$ cat src/ctt_pkg.sv
/*
 * Constants and carrier types for the compare timer with trigger start.
 * Assumes a single 100 MHz clock that also serves as the main clock.
 */
package ctt_pkg;

    // ************************************************************
    // Register byte offsets.
    // ************************************************************
    localparam logic [7:0] CTT_OFF_CTRL = 8'h00;
    localparam logic [7:0] CTT_OFF_PER_LO = 8'h04;
    localparam logic [7:0] CTT_OFF_PER_HI = 8'h08;
    localparam logic [7:0] CTT_OFF_CAPTURE = 8'h0c;
    localparam logic [7:0] CTT_OFF_STATUS = 8'h10;
    localparam logic [7:0] CTT_OFF_INT_CLR = 8'h14;
    localparam logic [7:0] CTT_OFF_INT_EN = 8'h18;
    localparam logic [7:0] CTT_OFF_COUNT = 8'h1c;

    // ************************************************************
    // Control register fields.
    // ************************************************************
    localparam int CTT_CTRL_SRC_LSB = 2;
    localparam int CTT_CTRL_START_LSB = 4;
    localparam int CTT_CTRL_BIT6 = 6;
    localparam logic [1:0] CTT_START_STOP = 2'h0;
    localparam logic [1:0] CTT_START_RUN = 2'h1;
    localparam logic [1:0] CTT_START_TRIG = 2'h3;
    localparam logic [1:0] CTT_SRC_SLOW = 2'h0;
    localparam logic [1:0] CTT_SRC_MID = 2'h1;
    localparam logic [1:0] CTT_SRC_FAST = 2'h2;

    // ************************************************************
    // Status bits and reset values.
    // ************************************************************
    localparam int CTT_ST_MATCH = 0;
    localparam int CTT_ST_RUNNING = 1;
    localparam int CTT_ST_WAITING = 2;
    localparam logic [15:0] CTT_PERIOD_RST = 16'hffff;

    // ************************************************************
    // Prescaler taps of the main clock and sub clock divider.
    // ************************************************************
    localparam int CTT_TAP_SLOW = 11;
    localparam int CTT_TAP_MID = 7;
    localparam int CTT_TAP_FAST = 3;
    localparam int CTT_SUB_DIV_BITS = 3;

    // ************************************************************
    // Trigger filter, in main clock periods.
    // ************************************************************
    localparam int CTT_FLT_REJECT_FC = 7;
    localparam int CTT_FLT_ACCEPT_FC = 24;
    localparam logic [4:0] CTT_FLT_CYCLES =
        5'((CTT_FLT_REJECT_FC + CTT_FLT_ACCEPT_FC + 1) / 2);

    typedef struct packed {
        logic hsel;
        logic [31:0] haddr;
        logic [1:0] htrans;
        logic hwrite;
        logic [2:0] hsize;
        logic hready;
        logic [31:0] hwdata;
    } ctt_ahb_req_t;

    typedef struct packed {
        logic [31:0] hrdata;
        logic hreadyout;
        logic hresp;
    } ctt_ahb_rsp_t;

    typedef enum logic [1:0] {
        CTT_IDLE,
        CTT_WAIT,
        CTT_COUNT
    } ctt_state_t;

endpackage

$ cat src/ctt_timer.sv
/*
 * Sixteen bit compare timer with software capture and an optional start
 * from a trigger pin that is filtered outside slow mode, reached as an AHB-Lite slave.
 * Assumes all pin inputs are synchronous to i_ref_clk and that the edge
 * polarity, divider tap and slow mode levels come from system logic.
 */
// Our own choices: register access over AHB-Lite and the register addresses.
`timescale 1ns/1ps

module ctt_timer
    import ctt_pkg::*;
(
    input wire logic i_ref_clk,
    input wire logic i_rst_n,
    input wire ctt_ahb_req_t i_ahb,
    output ctt_ahb_rsp_t o_ahb,
    input wire logic i_trigger_input_pin,
    input wire logic i_sub_clock,
    input wire logic i_edge_polarity_select,
    input wire logic i_divider_tap_select,
    input wire logic i_slow_mode,
    output logic o_timer_match_irq
);

    // ************************************************************
    // Bus address phase capture.
    // ************************************************************
    logic wr_pend_ff;
    logic [7:0] wr_addr_ff;
    logic [31:0] rdata_ff;
    logic addr_phase;
    logic wr_now;
    logic [31:0] wdata;

    assign addr_phase = i_ahb.hsel && i_ahb.hready && i_ahb.htrans[1];
    assign wr_now = wr_pend_ff;
    assign wdata = i_ahb.hwdata;

    always_ff @(posedge i_ref_clk)
    begin
        if (!i_rst_n)
        begin
            wr_pend_ff <= 1'b0;
            wr_addr_ff <= 8'h00;
        end
        else if (i_ahb.hready)
        begin
            wr_pend_ff <= addr_phase && i_ahb.hwrite;
            wr_addr_ff <= i_ahb.haddr[7:0];
        end
    end

    // ************************************************************
    // Control, period and interrupt registers.
    // ************************************************************
    logic [1:0] start_ff;
    logic [1:0] src_ff;
    logic stop_bit_ff;
    logic [7:0] per_lo_stage_ff;
    logic [15:0] period_ff;
    logic [15:0] capture_ff;
    logic match_st_ff;
    logic match_en_ff;
    logic ctrl_wr;
    logic capture_req;
    logic match_evt;

    assign ctrl_wr = wr_now && (wr_addr_ff == CTT_OFF_CTRL);
    // The capture bit is also stored as the stop bit, but the control register always reads back as zero.
    assign capture_req = ctrl_wr && wdata[CTT_CTRL_BIT6]
                         && (wdata[CTT_CTRL_START_LSB +: 2] != CTT_START_TRIG);

    // Only whole writes exist on this port, matching a write-only register.
    always_ff @(posedge i_ref_clk)
    begin
        if (!i_rst_n)
        begin
            start_ff <= CTT_START_STOP;
            src_ff <= CTT_SRC_SLOW;
            stop_bit_ff <= 1'b0;
        end
        else if (ctrl_wr)
        begin
            start_ff <= wdata[CTT_CTRL_START_LSB +: 2];
            src_ff <= wdata[CTT_CTRL_SRC_LSB +: 2];
            stop_bit_ff <= wdata[CTT_CTRL_BIT6];
        end
    end

    always_ff @(posedge i_ref_clk)
    begin
        if (!i_rst_n)
        begin
            per_lo_stage_ff <= CTT_PERIOD_RST[7:0];
            period_ff <= CTT_PERIOD_RST;
        end
        else if (wr_now && wr_addr_ff == CTT_OFF_PER_LO)
        begin
            per_lo_stage_ff <= wdata[7:0];
        end
        else if (wr_now && wr_addr_ff == CTT_OFF_PER_HI)
        begin
            period_ff <= {wdata[7:0], per_lo_stage_ff};
        end
    end

    // A match in the same cycle as a clear write keeps the flag set.
    always_ff @(posedge i_ref_clk)
    begin
        if (!i_rst_n)
        begin
            match_st_ff <= 1'b0;
        end
        else if (match_evt)
        begin
            match_st_ff <= 1'b1;
        end
        else if (wr_now && wr_addr_ff == CTT_OFF_INT_CLR
                 && wdata[CTT_ST_MATCH])
        begin
            match_st_ff <= 1'b0;
        end
    end

    always_ff @(posedge i_ref_clk)
    begin
        if (!i_rst_n)
        begin
            match_en_ff <= 1'b0;
        end
        else if (wr_now && wr_addr_ff == CTT_OFF_INT_EN)
        begin
            match_en_ff <= wdata[CTT_ST_MATCH];
        end
    end

    assign o_timer_match_irq = match_st_ff && match_en_ff;

    // ************************************************************
    // Prescaler and source clock selection.
    // ************************************************************
    logic [CTT_TAP_SLOW-1:0] presc_ff;
    logic [CTT_SUB_DIV_BITS-1:0] sub_div_ff;
    logic sub_prev_ff;
    logic sub_rise;
    logic sub_tick;
    logic tick;

    assign sub_rise = i_sub_clock && !sub_prev_ff;
    assign sub_tick = sub_rise && (&sub_div_ff);

    always_ff @(posedge i_ref_clk)
    begin
        if (!i_rst_n)
        begin
            presc_ff <= '0;
            sub_div_ff <= '0;
            sub_prev_ff <= 1'b0;
        end
        else
        begin
            presc_ff <= presc_ff + 1'b1;
            sub_prev_ff <= i_sub_clock;
            if (sub_rise)
            begin
                sub_div_ff <= sub_div_ff + 1'b1;
            end
        end
    end

    // In slow mode the main clock taps are not used, so only the sub clock
    // divided by eight remains, whatever the source field says.
    always_comb
    begin
        tick = 1'b0;
        if (i_slow_mode)
        begin
            tick = sub_tick;
        end
        else
        begin
            unique case (src_ff)
                CTT_SRC_SLOW:
                    tick = i_divider_tap_select ? sub_tick
                                                : (&presc_ff);
                CTT_SRC_MID:
                    tick = &presc_ff[CTT_TAP_MID-1:0];
                CTT_SRC_FAST:
                    tick = &presc_ff[CTT_TAP_FAST-1:0];
                default:
                    tick = 1'b0;
            endcase
        end
    end

    // ************************************************************
    // Trigger pin noise filter and edge detection.
    // ************************************************************
    logic flt_level_ff;
    logic [4:0] flt_cnt_ff;
    logic trig_prev_ff;
    logic trig_level;
    logic trig_rise;
    logic trig_fall;
    logic start_edge;
    logic opp_edge;

    // The level is accepted after standing for a count between the reject
    // and accept widths, which leaves margin on both sides.
    always_ff @(posedge i_ref_clk)
    begin
        if (!i_rst_n)
        begin
            flt_level_ff <= 1'b0;
            flt_cnt_ff <= 5'h00;
        end
        else if (i_trigger_input_pin == flt_level_ff)
        begin
            flt_cnt_ff <= 5'h00;
        end
        else if (flt_cnt_ff == CTT_FLT_CYCLES - 5'h01)
        begin
            flt_level_ff <= i_trigger_input_pin;
            flt_cnt_ff <= 5'h00;
        end
        else
        begin
            flt_cnt_ff <= flt_cnt_ff + 5'h01;
        end
    end

    assign trig_level = i_slow_mode ? i_trigger_input_pin
                                    : flt_level_ff;

    always_ff @(posedge i_ref_clk)
    begin
        if (!i_rst_n)
        begin
            trig_prev_ff <= 1'b0;
        end
        else
        begin
            trig_prev_ff <= trig_level;
        end
    end

    assign trig_rise = trig_level && !trig_prev_ff;
    assign trig_fall = !trig_level && trig_prev_ff;
    // Polarity zero starts on a rising edge, one on a falling edge.
    assign start_edge = i_edge_polarity_select ? trig_fall
                                               : trig_rise;
    assign opp_edge = i_edge_polarity_select ? trig_rise : trig_fall;

    // ************************************************************
    // Counter state machine.
    // ************************************************************
    ctt_state_t state_ff;
    logic [15:0] cnt_ff;
    logic [15:0] cnt_inc;
    logic trig_mode;

    assign cnt_inc = cnt_ff + 16'h0001;
    assign trig_mode = (start_ff == CTT_START_TRIG);
    assign match_evt = (state_ff == CTT_COUNT) && tick
                       && (cnt_inc == period_ff);

    always_ff @(posedge i_ref_clk)
    begin
        if (!i_rst_n)
        begin
            state_ff <= CTT_IDLE;
            cnt_ff <= 16'h0000;
        end
        else
        begin
            unique case (state_ff)
                CTT_IDLE:
                begin
                    cnt_ff <= 16'h0000;
                    if (start_ff == CTT_START_RUN)
                    begin
                        state_ff <= CTT_COUNT;
                    end
                    else if (trig_mode)
                    begin
                        state_ff <= CTT_WAIT;
                    end
                end
                CTT_WAIT:
                begin
                    cnt_ff <= 16'h0000;
                    if (start_ff == CTT_START_STOP)
                    begin
                        state_ff <= CTT_IDLE;
                    end
                    else if (!trig_mode || start_edge)
                    begin
                        state_ff <= CTT_COUNT;
                    end
                end
                CTT_COUNT:
                begin
                    // Start edges while counting fall through unused.
                    if (start_ff == CTT_START_STOP)
                    begin
                        state_ff <= CTT_IDLE;
                        cnt_ff <= 16'h0000;
                    end
                    else if (trig_mode && stop_bit_ff && opp_edge)
                    begin
                        state_ff <= CTT_WAIT;
                        cnt_ff <= 16'h0000;
                    end
                    else if (match_evt)
                    begin
                        cnt_ff <= 16'h0000;
                        if (trig_mode)
                        begin
                            state_ff <= CTT_WAIT;
                        end
                    end
                    else if (tick)
                    begin
                        cnt_ff <= cnt_inc;
                    end
                end
            endcase
        end
    end

    always_ff @(posedge i_ref_clk)
    begin
        if (!i_rst_n)
        begin
            capture_ff <= 16'h0000;
        end
        else if (capture_req)
        begin
            capture_ff <= cnt_ff;
        end
    end

    // ************************************************************
    // Read data, taken in the address phase and held for the data phase.
    // ************************************************************
    logic [31:0] nxt_rdata;

    always_comb
    begin
        nxt_rdata = 32'h0000_0000;
        unique case (i_ahb.haddr[7:0])
            CTT_OFF_PER_LO:
                nxt_rdata = {24'h00_0000, period_ff[7:0]};
            CTT_OFF_PER_HI:
                nxt_rdata = {24'h00_0000, period_ff[15:8]};
            CTT_OFF_CAPTURE:
                nxt_rdata = {16'h0000, capture_ff};
            CTT_OFF_STATUS:
                nxt_rdata = {29'h0000_0000,
                             state_ff == CTT_WAIT,
                             state_ff == CTT_COUNT,
                             match_st_ff};
            CTT_OFF_INT_EN:
                nxt_rdata = {31'h0000_0000, match_en_ff};
            CTT_OFF_COUNT:
                nxt_rdata = {16'h0000, cnt_ff};
            default:
                nxt_rdata = 32'h0000_0000;
        endcase
    end

    always_ff @(posedge i_ref_clk)
    begin
        if (!i_rst_n)
        begin
            rdata_ff <= 32'h0000_0000;
        end
        else if (addr_phase && !i_ahb.hwrite)
        begin
            rdata_ff <= nxt_rdata;
        end
    end

    // The slave never stalls and never signals an error.
    assign o_ahb.hrdata = rdata_ff;
    assign o_ahb.hreadyout = 1'b1;
    assign o_ahb.hresp = 1'b0;

endmodule

$ cat config.mk
export PLATFORM = sky130hd
export DESIGN_NAME = ctt_timer
export DESIGN_NICKNAME = d
export VERILOG_FILES = /design/src/ctt_pkg.sv /design/src/ctt_timer.sv
export SDC_FILE = /design/constraint.sdc
export NUM_CORES = 1
export LEC_CHECK = 0
export ABC_AREA = 1
export BUFFER_PORTS_ARGS = -buffer_cell sky130_fd_sc_hd__buf_2
export CAP_MARGIN = 20
export CORE_MARGIN = 2
export CORE_UTILIZATION = 50
export DETAILED_ROUTE_END_ITERATION = 7
export PLACE_DENSITY = 0.81
export SYNTH_ARGS = -nofsm -noshare
export SYNTH_HDL_FRONTEND = slang
export SYNTH_SLANG_ARGS = --single-unit
$ cat constraint.sdc
create_clock -name i_ref_clk -period 5.7 [get_ports i_ref_clk]
set_clock_uncertainty 0.05 [all_clocks]
set_input_delay 0.285 -clock i_ref_clk [delete_from_list [all_inputs] [get_ports i_ref_clk]]
set_output_delay 0.285 -clock i_ref_clk [all_outputs]
set_load 0.1 [all_outputs]
==> Yosys cells after proc, flatten, opt, wreduce, memory -nomap -nowiden <==
Cells that the tools add are included.
{ "word_totals": {"ff_bits": 128, "input_bits": 79, "out_inout_bits": 35, "elab_cells": 112} }
{ "classes": {"addsub": 4, "n_eq_ne": 23, "muxes": 22, "bitwise": 3, "reduce_logical": 41} }
{ "op_table": {"columns": ["cell", "count"], "rows": [
  ["one-hot mux 16 bit (6 select lines)", 1],
  ["two-way mux 16 bit", 4],
  ["== test 8 x 5 -> 1 bit (second input constant)", 5],
  ["one-hot mux 16 bit (2 select lines)", 1],
  ["== test 8 x 4 -> 1 bit (second input constant)", 3],
  ["logical AND 1 bit", 21],
  ["adder 16 x 1 -> 16 bit (second input constant)", 1],
  ["== test 16 bit", 1],
  ["== test 8 x 3 -> 1 bit (second input constant)", 2],
  ["two-way mux 2 bit", 7],
  ["adder 11 x 1 -> 11 bit (second input constant)", 1],
  ["AND reduction 11 bit", 1],
  ["zero test 8 bit", 1],
  ["two-way mux 1 bit", 7],
  ["AND reduction 7 bit", 1],
  ["== test 2 x 1 -> 1 bit (second input constant)", 3],
  ["== test 2 bit (second input constant)", 3],
  ["zero test 2 bit", 3],
  ["one-hot mux 2 bit (3 select lines)", 1],
  ["AND reduction 2 bit", 3],
  ["AND reduction 3 bit", 2],
  ["adder 5 x 1 -> 5 bit (second input constant)", 1],
  ["== test 5 x 4 -> 1 bit (second input constant)", 1],
  ["zero test 1 bit", 5],
  ["other kinds (12)", 14]
]} }

==> Logic depth before layout (Yosys ltp) <==
{ "logic_depth": {"depth_word": 12, "mapped_depth": 17, "depth_no_buf": 17} }

==> Worst setup path before layout <==
Ideal clock, no wire load.
{ "synth_timing": {"path_type": "flip-flop to flip-flop", "from": "register cnt_ff[1]", "to": "register cnt_ff[0]", "setup_time_ps": 115, "arrival_ps": 1839, "required_ps": 5535, "path_slack_ps": 3696, "path_stages_with_launch": 12, "n_path_buf": 0, "synth_period_minus_slack_ps": 2004, "cell_sequence": "dfxtp_1 -> ha_1 -> nand2_1 -> nor2_4 -> nand3_1 -> xor3_1 -> nand2_1 -> nor2_1 -> nand3_4 -> nand2_4 -> nor2_1 -> o21a_1"} }
{ "synth_between": {"elab_chain_cells": 7, "word_cells_on_any_way": 8, "classes_between": "add/sub: 1; eq/ne: 2; mux: 4; reduce/logical: 1"} }
{ "synth_lines": {"columns": ["element", "line_no", "text"], "rows": [
  ["from (decl)", "ctt_timer.sv:258", "logic [15:0] cnt_ff;"],
  ["from (signal assigned)", "ctt_timer.sv:324", "cnt_ff <= cnt_inc;"],
  ["adder 16 x 1 -> 16 bit (*)", "ctt_timer.sv:262", "assign cnt_inc = cnt_ff + 16'h0001;"],
  ["== test 16 bit (*)", "ctt_timer.sv:265", "&& (cnt_inc == period_ff);"],
  ["logical AND 1 bit (*)", "ctt_timer.sv:265", null],
  ["two-way mux 16 bit", "ctt_timer.sv:314", "else if (match_evt)"],
  ["two-way mux 16 bit", "ctt_timer.sv:309", "else if (trig_mode && stop_bit_ff && opp_edge)"],
  ["two-way mux 16 bit", "ctt_timer.sv:304", "if (start_ff == CTT_START_STOP)"],
  ["one-hot mux 16 bit (2 select lines)", "ctt_timer.sv:276", "unique case (state_ff)"]
]} }
Mark *: on every way between the ends. The rest lies on a longest branch, timed or not.
A chain may end at the register's enable or synchronous reset.

==> Worst setup path in the final report <==
{ "layout_timing": {"from": "register presc_ff[0]", "to": "register cnt_ff[14]"} }
{ "layout_between": {"elab_chain_cells": 10, "word_cells_on_any_way": 13, "classes_between": "eq/ne: 1; mux: 7; reduce/logical: 5"} }
{ "layout_lines": {"columns": ["element", "line_no", "text"], "rows": [
  ["from (decl)", "ctt_timer.sv:142", "logic [CTT_TAP_SLOW-1:0] presc_ff;"],
  ["from (signal assigned)", "ctt_timer.sv:162", "presc_ff <= presc_ff + 1'b1;"],
  ["AND reduction 11 bit", "ctt_timer.sv:185", ": (&presc_ff);"],
  ["two-way mux 1 bit", "ctt_timer.sv:184", "tick = i_divider_tap_select ? sub_tick"],
  ["one-hot mux 1 bit (3 select lines) (*)", "ctt_timer.sv:182", "unique case (src_ff)"],
  ["two-way mux 1 bit (*)", "ctt_timer.sv:176", "if (i_slow_mode)"],
  ["logical AND 1 bit", "ctt_timer.sv:264", "assign match_evt = (state_ff == CTT_COUNT) && tick"],
  ["logical AND 1 bit", "ctt_timer.sv:265", null],
  ["two-way mux 16 bit", "ctt_timer.sv:314", null],
  ["two-way mux 16 bit", "ctt_timer.sv:309", null],
  ["two-way mux 16 bit", "ctt_timer.sv:304", null],
  ["one-hot mux 16 bit (2 select lines)", "ctt_timer.sv:276", null]
]} }
Marked as above.

==> reports/summary.md <==
The logs give 10800 um^2 for the core region area and 9 for the clock buffer count from CTS. The first detailed-routing pass took 4 iterations. The repair_antennas step left the layout with diodes totalling 0.

For the count of final hold-check violations, the log shows 0. In the final routed layout, each cell accounts on average for 13.1 um. Data arrives at the worst endpoint at 3.03 ns. In the routed design, unresolved DRC markers number 0. Derived from the worst setup path, the maximum achievable clock frequency is 353 MHz. The largest individual stage delay along the critical path comes from the cell sky130_fd_sc_hd__nand2_1. The cell that appears most often on the critical path is sky130_fd_sc_hd__nand2_1. The final total power was 1.48 mW; the largest net degree at the start of global routing was 84.

The final layout contains routed wiring with a total length of 12700 um. Clock latency on the worst-skew pair, taken at its later pin, is 0.39 ns. The count of standard-cell rows was 38; the worst ir drop on vdd was 0.000167 V. Of the synthesized area, sequential elements account for 40.2%. The cell class contributing the biggest share of worst-path delay is compound AO/OA/AOI/OAI gates. The flow ran to the end, and the final reports show no timing, DRC or antenna violations. For the final-report setup violation count, the log shows 0. The root buffer cell is sky130_fd_sc_hd__clkbuf_8. The total half-perimeter wirelength after legalization and detailed placement is 9270 um. The count of vias placed by the detailed router was 5135. The tools report the post-cts resize count as 0.

The first global-routing pass estimated 21500 um of wire. The cell area after synthesis is 5580 um^2, and the global-route congestion overflow total is 0. In this run the static leakage power is 2.71 nW. The area added between synthesis and finish is 8.55%. The congestion estimate from routability-driven global placement came to 0.928.

The clock-pin slew of the registers on the worst-case setup and hold paths came out at 0.11 ns. Traced cell by cell, the critical path runs through ha_1, ha_1, nand2_1, a21boi_0, nand2_1, a21oi_1, nand2_1, o21ai_0, a21oi_1. The die covers 12000 um^2. The transition time of the tightest slew-check pin came out at 0.891 ns. Hold slack: 0.0286 ns. Counting every sink on the clock net gives 112.

The initial utilization of the core area, before any placement, comes to 51.4%. The detail route stage leaves a number of antenna-violating nets equal to 0. The total global routing track utilization was 22.6%; the combined buffer and inverter count along the critical path was 0. Power spread over the standard cell area amounts to 245 nW/um^2.

Post-CTS timing repair inserted 0 buffers for setup. Max-cap violations in this run came to 0. The maximum fanout encountered on the critical timing path is 30.

The H-tree generated during clock tree synthesis spans 3 levels. The netlist uses 42 different library cells. Number of global-route vias before repair: 4651. The tightest min-delay check is of the primary input to flop type. The total negative slack was 0 ns. The run gives 797 as the post-synthesis instance total. The worst setup path is launched from a flop. The mean area per synthesized cell came out at 7.00 um^2. Setup repair after global routing left no endpoint under its margin. The count of final max-slew check failures was 0; the placed instance area was 5830 um^2. The net total in the final layout was 912; the total of buffers placed on input and output ports was 43. TritonCTS built the clock tree.

The detailed router finished its first iteration with 339 violations. The worst path uses 49.7% of the clock period. The worst reg-to-reg setup slack was 2.87 ns; the flip-flop and latch count after synthesis was 112.

Cells with a size suffix above 1 make up 9.89% of the layout. 114 I/O pins were placed. In this design, the stage delay of the slowest critical-path cell is 0.67 ns. Shortest period the worst path allows: 2.83 ns. The logs give 6050 um^2 for the area of all placed cells without fillers and 5.89 ns for the critical path required time.

No sink is reached through more buffers than the 2 on the longest clock path. The category of the most critical setup path was flop to flop. For this run, the share of the core covered by cells in the final layout is 55.8%.

The quantity of hold-fixing buffers added after cts was 0. After detailed routing, the number of vias per cell comes to 5.30. For the number of antenna violations at the first check in global routing, the log shows 0. Die outline width: 110 um. The worst setup path is captured at a flop. The worst pin sits at a relative slew slack of 40.4%. From bottom edge to top edge, the die measures 110 um. The run gives 0 as the number of warning messages in the yosys log.
==> final cells by class <==
type | instances | area, um^2
flip-flops and latches | 112 | 2240
clock inverters | 5 | 70.1
fillers | 1062 | 4790
clock buffers | 11 | 151
repair buffers | 48 | 273
inverters | 107 | 402
multi-input cells | 546 | 2740
well taps | 140 | 175
==> routing by layer <==
layer  share of wire, %  track usage [%]  routed length, um
met2                 44             36.0               5610
met3                5.8             2.67                739
met5                  0                0                  0
met1                 47             30.0               5930
met4                3.2             11.7                409
==> power by group <==
group	switching [mW]	internal, mW	total [mW]
Sequential	0.00928	0.796	0.805
Clock	0.284	0.237	0.521
Combinational	0.123	0.0343	0.157
==> through the flow <==
stage                     cells  setup WS, ns
after global placement      952          3.00
after floorplan             813          3.70
final                       969          2.87
after detailed placement    953          2.93
after global routing        969          2.53
after CTS                   969          2.90
==> tightest hold or removal path: stages <==
cell	delay, ns
sky130_fd_sc_hd__buf_2	0.08
sky130_fd_sc_hd__nand2_1	0.04
sky130_fd_sc_hd__inv_1	0.04
==> synth_stat cells, drive strengths merged <==
master / number / share of area (%)
a21boi: 1 / 0.13
nand4: 16 / 1.8
or2: 1 / 0.11
o21ai: 68 / 6.1
nor3b: 2 / 0.27
a32oi: 1 / 0.16
xor3: 2 / 0.85
xor2: 4 / 0.63
nor3: 3 / 0.27
ha: 9 / 2.0
a211oi: 1 / 0.13
nand2: 169 / 12
o21a: 1 / 0.13
a311oi: 1 / 0.16
o22ai: 19 / 2.1
nand3: 63 / 5.9
clkbuf: 25 / 1.7
o211ai: 17 / 2.3
o2111ai: 1 / 0.16
nor2: 68 / 5.2
conb: 2 / 0.13
xnor2: 1 / 0.16
inv: 106 / 7.1
and2: 1 / 0.11
o221ai: 1 / 0.16
clkinv: 1 / 0.067
buf: 23 / 2.9
a21oi: 72 / 6.5
a31oi: 3 / 0.34
o31ai: 1 / 0.13
a41oi: 1 / 0.16
dfxtp: 112 / 40
o21bai: 1 / 0.13
==> registers in the layout, summed over array words and instances (netlist names), 3 cells and up, named ones only <==
register and flops:
capture_ff 16, cnt_ff 16, period_ff 16, rdata_ff 16, presc_ff 11, per_lo_stage_ff 8, wr_addr_ff 8, flt_cnt_ff 5
sub_div_ff 3
==> layout by cell type, fill, tap and decap left out, types with 9 or more instances in the layout <==
cell type,n
sky130_fd_sc_hd__o211ai_1,17
sky130_fd_sc_hd__o21ai_0,65
sky130_fd_sc_hd__buf_2,43
sky130_fd_sc_hd__nand2_1,163
sky130_fd_sc_hd__ha_1,9
sky130_fd_sc_hd__inv_1,104
sky130_fd_sc_hd__conb_1,18
sky130_fd_sc_hd__o22ai_1,19
sky130_fd_sc_hd__clkbuf_8,11
sky130_fd_sc_hd__dfxtp_1,112
sky130_fd_sc_hd__nand4_1,16
sky130_fd_sc_hd__nand3_1,62
sky130_fd_sc_hd__a21oi_1,72
sky130_fd_sc_hd__nor2_1,61
==> worst paths after layout <==
kind / start / end / cells after the start
max: presc_ff[0] / cnt_ff[14] / 9
min reg2reg: flt_cnt_ff[0] / flt_cnt_ff[0] / 1
max reg2reg: presc_ff[0] / cnt_ff[14] / 9
min: i_sub_clock / sub_prev_ff / 3
==> cell families after synthesis <==
family,count (synthesis),share of synthesized area [%]
xor+xnor,7,1.64
other cells,2,0.135
fa+ha+maj,9,2.02
simple gates,323,25.4
compound gates,189,18.8
flops,112,40.2
buf+inv,155,11.8
(Power assumes the default switching activity.)
